$ cat src/sem_pkg.sv
package sem_pkg;
    // register placement and bit layout of the serial control register
    localparam logic [7:0] CTRL_ADDR = 8'h40;
    localparam logic CTRL_BANK = 1'h1;
    localparam int CS_BIT = 4;
    localparam int SK_BIT = 5;
    localparam int DI_BIT = 6;
    localparam int DO_BIT = 7;
    localparam logic [3:0] UNUSED_BITS = 4'h0;
    localparam logic [7:0] RDATA_IDLE = 8'h00;

    // array geometry
    localparam int WORDS = 128;
    localparam int AW = 7;
    localparam int DW = 8;
    localparam logic [DW-1:0] ERASED_WORD = 8'hFF;
    localparam logic [AW-1:0] ADDR_STEP = 7'h01;

    // bit counting: nine bits after the start bit, eight per data byte
    localparam logic [3:0] CMD_LAST = 4'h8;
    localparam logic [3:0] DATA_LAST = 4'h7;
    localparam logic [3:0] CNT_ZERO = 4'h0;
    localparam logic [3:0] CNT_STEP = 4'h1;

    // opcodes and special sub-commands
    localparam logic [1:0] OP_READ = 2'h2;
    localparam logic [1:0] OP_ERASE = 2'h3;
    localparam logic [1:0] OP_WRITE = 2'h1;
    localparam logic [1:0] OP_SPECIAL = 2'h0;
    localparam logic [1:0] SUB_EN = 2'h3;
    localparam logic [1:0] SUB_DIS = 2'h0;
    localparam logic [1:0] SUB_ERASE_ALL_CMD = 2'h2;
    localparam logic [1:0] SUB_WRITE_ALL_CMD = 2'h1;

    // programming cycle time: longest time, so the count rounds down
    localparam int CLK_PERIOD_NS = 5;
    localparam int PROG_TIME_NS = 2000000;
    localparam int PROG_CYC_DEFAULT = PROG_TIME_NS / CLK_PERIOD_NS;
    localparam int TMR_W = 19;
    localparam logic [TMR_W-1:0] TMR_ZERO = 19'h00000;
    localparam logic [TMR_W-1:0] TMR_STEP = 19'h00001;

    typedef enum logic [5:0] {
        ST_IDLE = 6'h01,
        ST_CMD = 6'h02,
        ST_READ = 6'h04,
        ST_DATA = 6'h08,
        ST_HOLD = 6'h10,
        ST_BUSY = 6'h20
    } sem_state_type;

    typedef enum logic [2:0] {
        PEND_NONE = 3'h0,
        PEND_ERASE = 3'h1,
        PEND_WRITE = 3'h2,
        PEND_ERASE_ALL_CMD = 3'h3,
        PEND_WRITE_ALL_CMD = 3'h4,
        PEND_EN = 3'h5,
        PEND_DIS = 3'h6
    } sem_pend_type;
endpackage : sem_pkg

$ cat src/sem_eeprom.sv
// Function
// - array holds 128 bytes, reached only through indirect bank 1 access
// - control bits four to seven, low four zero
// - instruction: start, two opcode, seven address
// - input bit captured at serial clock rise
// - data out high while select low
// - programming disabled at power on
// - enable holds until disable or power loss
// - read gives zero dummy then eight bits
// - read works whether enabled or not
// - read address increments and wraps
// - erase starts at select falling edge
// - data out low while busy, then high
// - write starts at select fall after data
// - word write erases target automatically
// - erase all sets every bit one
// - write all stores byte everywhere
// - word programming completes within two milliseconds
// - opcode and special sub-command encoding
`timescale 1ns/10ps
module sem_eeprom #(
    parameter int PROG_CYC = sem_pkg::PROG_CYC_DEFAULT
) (
    input wire logic sys_clk_i, // system clock
    input wire logic rst_n_i, // power-on reset, active low
    input wire logic [7:0] reg_addr_i, // data memory address of the access
    input wire logic reg_bank_i, // bank select of the access
    input wire logic reg_indirect_i, // access made through the second pointer
    input wire logic reg_wr_i, // write strobe
    input wire logic reg_rd_i, // read strobe
    input wire logic [7:0] reg_wdata_i, // write data
    output logic [7:0] reg_rdata_o, // read data, registered
    output logic busy_o, // programming cycle running
    output logic prog_en_o // programming enabled
);

    ////////////////////////////////////////////////////////////////////////
    // declarations
    logic [sem_pkg::DW-1:0] mem [sem_pkg::WORDS];
    sem_pkg::sem_state_type state;
    sem_pkg::sem_pend_type pend;
    logic ctrl_cs, ctrl_sk, ctrl_di, do_line;
    logic sk_prev, cs_prev, prog_en, read_bit;
    logic [3:0] bit_cnt;
    logic [8:0] cmd_sr;
    logic [sem_pkg::DW-1:0] data_sr, out_sr;
    logic [sem_pkg::AW-1:0] addr;
    logic [sem_pkg::TMR_W-1:0] tmr;
    logic reg_sel, sk_rise, cs_fall, busy_done, prog_req;
    logic [8:0] cmd_next;
    logic [1:0] op;
    logic [1:0] sub;
    logic [sem_pkg::AW-1:0] cmd_addr;

    ////////////////////////////////////////////////////////////////////////
    // decode and edge terms; the lines are register bits on this clock,
    // so no synchroniser is needed in front of the edge detectors
    assign reg_sel = reg_indirect_i && (reg_bank_i == sem_pkg::CTRL_BANK)
                     && (reg_addr_i == sem_pkg::CTRL_ADDR);
    assign sk_rise = ctrl_sk && !sk_prev && ctrl_cs;
    assign cs_fall = !ctrl_cs && cs_prev;
    assign cmd_next = {cmd_sr[7:0], ctrl_di};
    assign op = cmd_next[8:7];
    assign sub = cmd_next[6:5];
    assign cmd_addr = cmd_next[6:0];
    assign busy_done = (state == sem_pkg::ST_BUSY)
                       && (tmr == sem_pkg::TMR_W'(PROG_CYC - 1));
    assign prog_req = (pend == sem_pkg::PEND_ERASE) || (pend == sem_pkg::PEND_WRITE)
                      || (pend == sem_pkg::PEND_ERASE_ALL_CMD) || (pend == sem_pkg::PEND_WRITE_ALL_CMD);

    ////////////////////////////////////////////////////////////////////////
    // control register: cs, sk, di writable, do read-only
    always_ff @(posedge sys_clk_i or negedge rst_n_i) begin
        if (!rst_n_i) begin
            ctrl_cs <= 1'b0;
            ctrl_sk <= 1'b0;
            ctrl_di <= 1'b0;
        end else if (reg_wr_i && reg_sel) begin
            ctrl_cs <= reg_wdata_i[sem_pkg::CS_BIT];
            ctrl_sk <= reg_wdata_i[sem_pkg::SK_BIT];
            ctrl_di <= reg_wdata_i[sem_pkg::DI_BIT];
        end
    end

    // read data; unused low nibble always zero
    always_ff @(posedge sys_clk_i or negedge rst_n_i) begin
        if (!rst_n_i) begin
            reg_rdata_o <= sem_pkg::RDATA_IDLE;
        end else if (reg_rd_i && reg_sel) begin
            reg_rdata_o <= {do_line, ctrl_di, ctrl_sk, ctrl_cs, sem_pkg::UNUSED_BITS};
        end else begin
            reg_rdata_o <= sem_pkg::RDATA_IDLE;
        end
    end

    // previous line levels for edge detection
    always_ff @(posedge sys_clk_i or negedge rst_n_i) begin
        if (!rst_n_i) begin
            sk_prev <= 1'b0;
            cs_prev <= 1'b0;
        end else begin
            sk_prev <= ctrl_sk;
            cs_prev <= ctrl_cs;
        end
    end

    ////////////////////////////////////////////////////////////////////////
    // serial state machine; a deselect mid-instruction aborts it, and the host
    // must drop select between instructions, as hold and read are left only on deselect
    always_ff @(posedge sys_clk_i or negedge rst_n_i) begin
        if (!rst_n_i) begin
            state <= sem_pkg::ST_IDLE;
            pend <= sem_pkg::PEND_NONE;
            bit_cnt <= sem_pkg::CNT_ZERO;
            cmd_sr <= 9'h000;
            data_sr <= 8'h00;
            out_sr <= 8'h00;
            addr <= 7'h00;
            read_bit <= 1'b1;
        end else begin
            case (state)
                sem_pkg::ST_IDLE: begin
                    pend <= sem_pkg::PEND_NONE;
                    if (sk_rise && ctrl_di) begin
                        state <= sem_pkg::ST_CMD;
                        bit_cnt <= sem_pkg::CNT_ZERO;
                    end
                end
                sem_pkg::ST_CMD: begin
                    if (!ctrl_cs) begin
                        state <= sem_pkg::ST_IDLE;
                    end else if (sk_rise) begin
                        cmd_sr <= cmd_next;
                        bit_cnt <= bit_cnt + sem_pkg::CNT_STEP;
                        if (bit_cnt == sem_pkg::CMD_LAST) begin
                            addr <= cmd_addr;
                            bit_cnt <= sem_pkg::CNT_ZERO;
                            case (op)
                                sem_pkg::OP_READ: begin
                                    state <= sem_pkg::ST_READ;
                                    out_sr <= mem[cmd_addr];
                                    read_bit <= 1'b0;
                                end
                                sem_pkg::OP_ERASE: begin
                                    state <= sem_pkg::ST_HOLD;
                                    pend <= sem_pkg::PEND_ERASE;
                                end
                                sem_pkg::OP_WRITE: begin
                                    state <= sem_pkg::ST_DATA;
                                    pend <= sem_pkg::PEND_WRITE;
                                end
                                default: begin
                                    case (sub)
                                        sem_pkg::SUB_EN: begin
                                            state <= sem_pkg::ST_HOLD;
                                            pend <= sem_pkg::PEND_EN;
                                        end
                                        sem_pkg::SUB_DIS: begin
                                            state <= sem_pkg::ST_HOLD;
                                            pend <= sem_pkg::PEND_DIS;
                                        end
                                        sem_pkg::SUB_ERASE_ALL_CMD: begin
                                            state <= sem_pkg::ST_HOLD;
                                            pend <= sem_pkg::PEND_ERASE_ALL_CMD;
                                        end
                                        default: begin
                                            state <= sem_pkg::ST_DATA;
                                            pend <= sem_pkg::PEND_WRITE_ALL_CMD;
                                        end
                                    endcase
                                end
                            endcase
                        end
                    end
                end
                sem_pkg::ST_READ: begin
                    if (!ctrl_cs) begin
                        state <= sem_pkg::ST_IDLE;
                        read_bit <= 1'b1;
                    end else if (sk_rise) begin
                        read_bit <= out_sr[sem_pkg::DW-1];
                        bit_cnt <= bit_cnt + sem_pkg::CNT_STEP;
                        out_sr <= {out_sr[sem_pkg::DW-2:0], 1'b0};
                        if (bit_cnt == sem_pkg::DATA_LAST) begin
                            // sequential read rolls over the top of the array
                            bit_cnt <= sem_pkg::CNT_ZERO;
                            addr <= addr + sem_pkg::ADDR_STEP;
                            out_sr <= mem[addr + sem_pkg::ADDR_STEP];
                        end
                    end
                end
                sem_pkg::ST_DATA: begin
                    if (!ctrl_cs) begin
                        state <= sem_pkg::ST_IDLE;
                    end else if (sk_rise) begin
                        data_sr <= {data_sr[sem_pkg::DW-2:0], ctrl_di};
                        bit_cnt <= bit_cnt + sem_pkg::CNT_STEP;
                        if (bit_cnt == sem_pkg::DATA_LAST) begin
                            state <= sem_pkg::ST_HOLD;
                        end
                    end
                end
                sem_pkg::ST_HOLD: begin
                    // extra clocks after the instruction are ignored
                    if (cs_fall) begin
                        if (prog_req && prog_en) begin
                            state <= sem_pkg::ST_BUSY;
                        end else begin
                            state <= sem_pkg::ST_IDLE;
                        end
                    end
                end
                sem_pkg::ST_BUSY: begin
                    if (busy_done) begin
                        state <= sem_pkg::ST_IDLE;
                    end
                end
                default: begin
                    state <= sem_pkg::ST_IDLE;
                end
            endcase
        end
    end

    ////////////////////////////////////////////////////////////////////////
    // programming enable latch, cleared only by reset or disable
    always_ff @(posedge sys_clk_i or negedge rst_n_i) begin
        if (!rst_n_i) begin
            prog_en <= 1'b0;
        end else if ((state == sem_pkg::ST_HOLD) && cs_fall) begin
            if (pend == sem_pkg::PEND_EN) begin
                prog_en <= 1'b1;
            end else if (pend == sem_pkg::PEND_DIS) begin
                prog_en <= 1'b0;
            end
        end
    end

    // internal cycle timer, runs only while busy
    always_ff @(posedge sys_clk_i or negedge rst_n_i) begin
        if (!rst_n_i) begin
            tmr <= sem_pkg::TMR_ZERO;
        end else if (state == sem_pkg::ST_BUSY) begin
            tmr <= tmr + sem_pkg::TMR_STEP;
        end else begin
            tmr <= sem_pkg::TMR_ZERO;
        end
    end

    // array update at the end of the timed cycle; write overwrites the
    // whole byte, so no separate erase is needed; contents keep no reset
    always_ff @(posedge sys_clk_i) begin
        if (busy_done) begin
            case (pend)
                sem_pkg::PEND_ERASE: mem[addr] <= sem_pkg::ERASED_WORD;
                sem_pkg::PEND_WRITE: mem[addr] <= data_sr;
                sem_pkg::PEND_ERASE_ALL_CMD: begin
                    for (int i = 0; i < sem_pkg::WORDS; i++) begin
                        mem[i] <= sem_pkg::ERASED_WORD;
                    end
                end
                sem_pkg::PEND_WRITE_ALL_CMD: begin
                    for (int i = 0; i < sem_pkg::WORDS; i++) begin
                        mem[i] <= data_sr;
                    end
                end
                default: begin
                end
            endcase
        end
    end

    // data out line and status outputs
    always_ff @(posedge sys_clk_i or negedge rst_n_i) begin
        if (!rst_n_i) begin
            do_line <= 1'b1;
            busy_o <= 1'b0;
            prog_en_o <= 1'b0;
        end else begin
            busy_o <= (state == sem_pkg::ST_BUSY);
            prog_en_o <= prog_en;
            if (!ctrl_cs) begin
                do_line <= 1'b1;
            end else if (state == sem_pkg::ST_BUSY) begin
                do_line <= 1'b0;
            end else if (state == sem_pkg::ST_READ) begin
                do_line <= read_bit;
            end else begin
                do_line <= 1'b1;
            end
        end
    end

    ////////////////////////////////////////////////////////////////////////
    // checks
    logic [sem_pkg::AW-1:0] chk_addr;
    logic [sem_pkg::DW-1:0] chk_data;
    assign chk_addr = addr;
    assign chk_data = data_sr;
endmodule : sem_eeprom

$ cat config.mk
export PLATFORM = sky130hd
export DESIGN_NAME = sem_eeprom
export DESIGN_NICKNAME = d
export VERILOG_FILES = /design/src/sem_pkg.sv /design/src/sem_eeprom.sv
export SDC_FILE = /design/constraint.sdc
export NUM_CORES = 2
export LEC_CHECK = 0
export BUFFER_PORTS_ARGS = -buffer_cell sky130_fd_sc_hd__buf_2
export CAP_MARGIN = 0
export CORE_MARGIN = 8
export CORE_UTILIZATION = 58
export CTS_CLUSTER_DIAMETER = 60
export CTS_CLUSTER_SIZE = 12
export DETAILED_ROUTE_END_ITERATION = 12
export HOLD_SLACK_MARGIN = 0.12
export PLACE_DENSITY = 0.77
export SYNTH_ARGS = -nofsm -noshare
export SYNTH_HDL_FRONTEND = slang
export SYNTH_SLANG_ARGS = --single-unit
$ cat constraint.sdc
create_clock -name sys_clk_i -period 3.2 [get_ports sys_clk_i]
set_input_delay 0.48 -clock sys_clk_i [delete_from_list [all_inputs] [get_ports sys_clk_i]]
set_output_delay 0.48 -clock sys_clk_i [all_outputs]
set_load 0.01 [all_outputs]
==> results.sh <==
export IMPL_status="finished clean"
export IMPL_cts_tree="done"
export IMPL_start_util_pct=58.4
export IMPL_die_w_um=317
export IMPL_synth_main_ff_cell="edfxtp_1"
export IMPL_io_pins=32
export IMPL_critical_path_arrival_ns=3.74
export IMPL_yosysUniqueCellTypes=68
export IMPL_dp_hpwl_um=111000
export IMPL_peakVddDrop_uv=471
export IMPL_grt_ovfl_total=0
export IMPL_final_cell_mix="1024 x edfxtp_1, 430 x mux4_2, 425 x nand2_1"
export IMPL_fin_worst_skew_ns=0.0281
export IMPL_synthesis_area_mm2=0.0525
export IMPL_core_area_mm2=0.0899
export IMPL_p_int_mw=22.3
export IMPL_cts_buffers=108
export IMPL_setup_violations=0
export IMPL_switchingPower_mw=5.63
export IMPL_cp_max_fo=10
export IMPL_track_usage_pct=32.8
export IMPL_crit_chain="ha_4, nand3_1, xnor2_1, buf_4, nand2_1, buf_4, a311oi_1, buf_4, nor4_1, a41o_1"
export IMPL_power_leakage_nw=22.0
export IMPL_drt_pass1_iter_count=8
export IMPL_tightest_slew_ns=1.03
export IMPL_synth_cells=3271
export IMPL_synth_seq_cells=1101
export IMPL_cpPeakStageDelay_ns=0.53
export IMPL_fill_cells=5866
export IMPL_seqPwrFrac_pct=55.7
export IMPL_syn_to_final_growth_pct=15.3
export IMPL_hold_viol_final=0
export IMPL_path_class="flop to flop"
export IMPL_synth_enable_flop_cells=1024
export IMPL_antenna_found_initial=4
export IMPL_p_sw_share_pct=20.2
export IMPL_yosys_area_top_type="edfxtp_1"
export IMPL_grt_pass1_wl_um=240000
export IMPL_maxSlewHeadroom_pct=31.1
export IMPL_fmax_mhz=317
export IMPL_fin_nets=3634
export IMPL_gp_congestion=0.953
export IMPL_clock_sinks=1101
export IMPL_postRouteAntennaNets=0
export IMPL_crit_top_cell="buf_4"
export IMPL_ys_warn_count=0
export IMPL_maxSlewViolCount=0
export IMPL_hold_ws_ns=0.151
export IMPL_rsz0062_at_grt="yes"
export IMPL_comb_power_share_pct=1.1
export IMPL_seqCellArea_mm2=0.0327
export IMPL_synth_seq_area_share_pct=62.2
export IMPL_slowest_stage="dfrtp_4"
export IMPL_grt_max_degree=129
export IMPL_synth_top_cells_by_area="edfxtp_1 59%, mux4_2 18%, dfrtp_1 3.5%"
export IMPL_wl_per_cell_um=34.0
export IMPL_path_clk_slew_ns=0.07
export IMPL_num_rows=110
export IMPL_finalCriticalPeriod_ns=3.15
export IMPL_multi_input_area_mm2=0.0187
export IMPL_dieHeight_um=317
export IMPL_powerDensity_mw_per_mm2=461
export IMPL_dieArea_mm2=0.100
export IMPL_h_tree_depth=3
export IMPL_drc=0
export IMPL_critPathBufInv=3
export IMPL_cpLargestDelayFamily="buffers and inverters"
export IMPL_grt_pass1_vias=34800
export IMPL_routed_wl_um=164000
export IMPL_insertion_delay_ns=0.71
export IMPL_timing_max_cap_violations=0
export IMPL_yosys_area_top_type_share_pct=58.6
export IMPL_drive_above_1_share_pct=30.4
export IMPL_layout_commonest_cell="edfxtp_1"
export IMPL_p_clk_share_pct=43.2
export IMPL_viasPerCell=7.21
export IMPL_clockBufferDepth=3
export IMPL_cp_start_kind="flop"
export IMPL_cts_root_buf="clkbuf_16"
export IMPL_critPathRequiredTime_ns=3.79
export IMPL_avgSynthCellArea_um2=16.1
export IMPL_hold_path_class="input pin to flop"
export IMPL_first_iter_violations=5220
export IMPL_finalPower_mw=27.9
export IMPL_via_count=34900
export IMPL_fin_crit_sh_pct=98.4
export IMPL_ys_async_sr_fraction_pct=6.99
export IMPL_end_kind="flop"
export IMPL_port_buffers=22
final timing paths:
check                              startpoint              to  slack [ns]  depth (start not counted)
worst max-delay path                  addr[0]       out_sr[7]        0.05                         10
worst max register to register        addr[0]       out_sr[7]        0.05                         10
min in group asynchronous             rst_n_i      bit_cnt[0]        0.51                          2
worst min-delay path            reg_addr_i[1]  reg_rdata_o[6]        0.15                          4
max in group asynchronous             rst_n_i         ctrl_di        1.92                          2
worst min register to register        ctrl_sk         sk_prev        0.44                          0
sequential cells by signal (all words and copies together), names as in the netlist, 3 cells and up:
register     count
reg_rdata_o      4
state            6
chk_data         8
mem           1024
cmd_sr           8
out_sr           8
bit_cnt          4
pend             3
addr             7
tmr             19
logic make-up (layout without fill, tap and decap cells):
family | Yosys count | in the layout | share of synthesized area (%)
AO/OA/AOI/OAI | 448 | 448 | 5.58
AND/OR/NAND/NOR | 791 | 791 | 6.71
other | 1 | 5 | 0.00714
adder cells (fa/ha/maj) | 4 | 4 | 0.0953
flip-flops | 1101 | 1101 | 62.2
multiplexers | 633 | 633 | 22.4
XOR/XNOR | 28 | 28 | 0.467
buffers and inverters | 265 | 658 | 2.54
repair_timing:
item	4_1_cts	5_1_grt
pin swaps	2	0
hold endpoints to repair	81	0
hold buffers	6	0
setup buffers	1	7
setup endpoints to repair	96	248
resized for setup	6	18
routing by layer:
| layer | track usage (%) | wire length, um |
|---|---|---|
| met1 | 45.7 | 59500 |
| met4 | 12.8 | 7550 |
| met5 | 0 | 25 |
| met2 | 50.0 | 75500 |
| met3 | 8.44 | 21900 |
per-stage QoR:
step / util (%) / cell area [um2] / setup TNS (ns) / cells / setup WS (ns)
after floorplan: - / 52500 / 0 / 3274 / 0.159
after detailed placement: 63.5 / 57100 / -2.15 / 4660 / -0.127
after global placement: 63.5 / 57100 / -0.129 / 4660 / -0.121
after CTS: 67.2 / 60400 / 0 / 4836 / 0.0152
final: 67.4 / 60600 / 0 / 4844 / 0.0504
after global routing: 67.4 / 60600 / -0.00683 / 4843 / -0.00683
synthesized netlist by cell type, drive strengths merged, types with 7 or more instances:
cell type  instances
a2111oi            8
a211oi            11
a21oi             29
a221oi            25
a22oi             45
a311oi            15
a31oi             52
a32oi             31
and2              12
and3              19
buf              147
clkbuf           103
dfrtp             74
edfxtp          1024
inv               14
mux2              28
mux2i            175
mux4             430
nand2            425
nand3            156
nand4             13
nor2              72
nor2b             14
nor3              17
nor4              11
o2111ai            8
o211ai             7
o21ai            174
o31ai              8
or2               25
or3                7
xnor2             12
xor2              16
worst min-delay path, cell delays in order:
cell     delay, ns
buf_2         0.08
nor4_1        0.07
nand2_1       0.13
nor2_1        0.05
power groups by stage:
stage / sequential [mW] / combinational, mW / clock [mW]
floorplan: 15.8 / 0.196 / 0
global placement: 15.8 / 0.287 / 0
detailed placement: 15.8 / 0.302 / 0
CTS: 15.5 / 0.308 / 12.1
global route: 15.5 / 0.341 / 12.6
finish: 15.5 / 0.321 / 12.1
layout make-up:
class,instances,share of cell area [%]
diodes,1,0.00413
inverters,15,0.0930
repair buffers,474,7.33
clock inverters,21,0.448
clock buffers,148,4.86
flip-flops and latches,1101,54.0
well taps,1176,2.43
multi-input cells,1908,30.8
No activity file was read; power rests on OpenSTA's default activity.
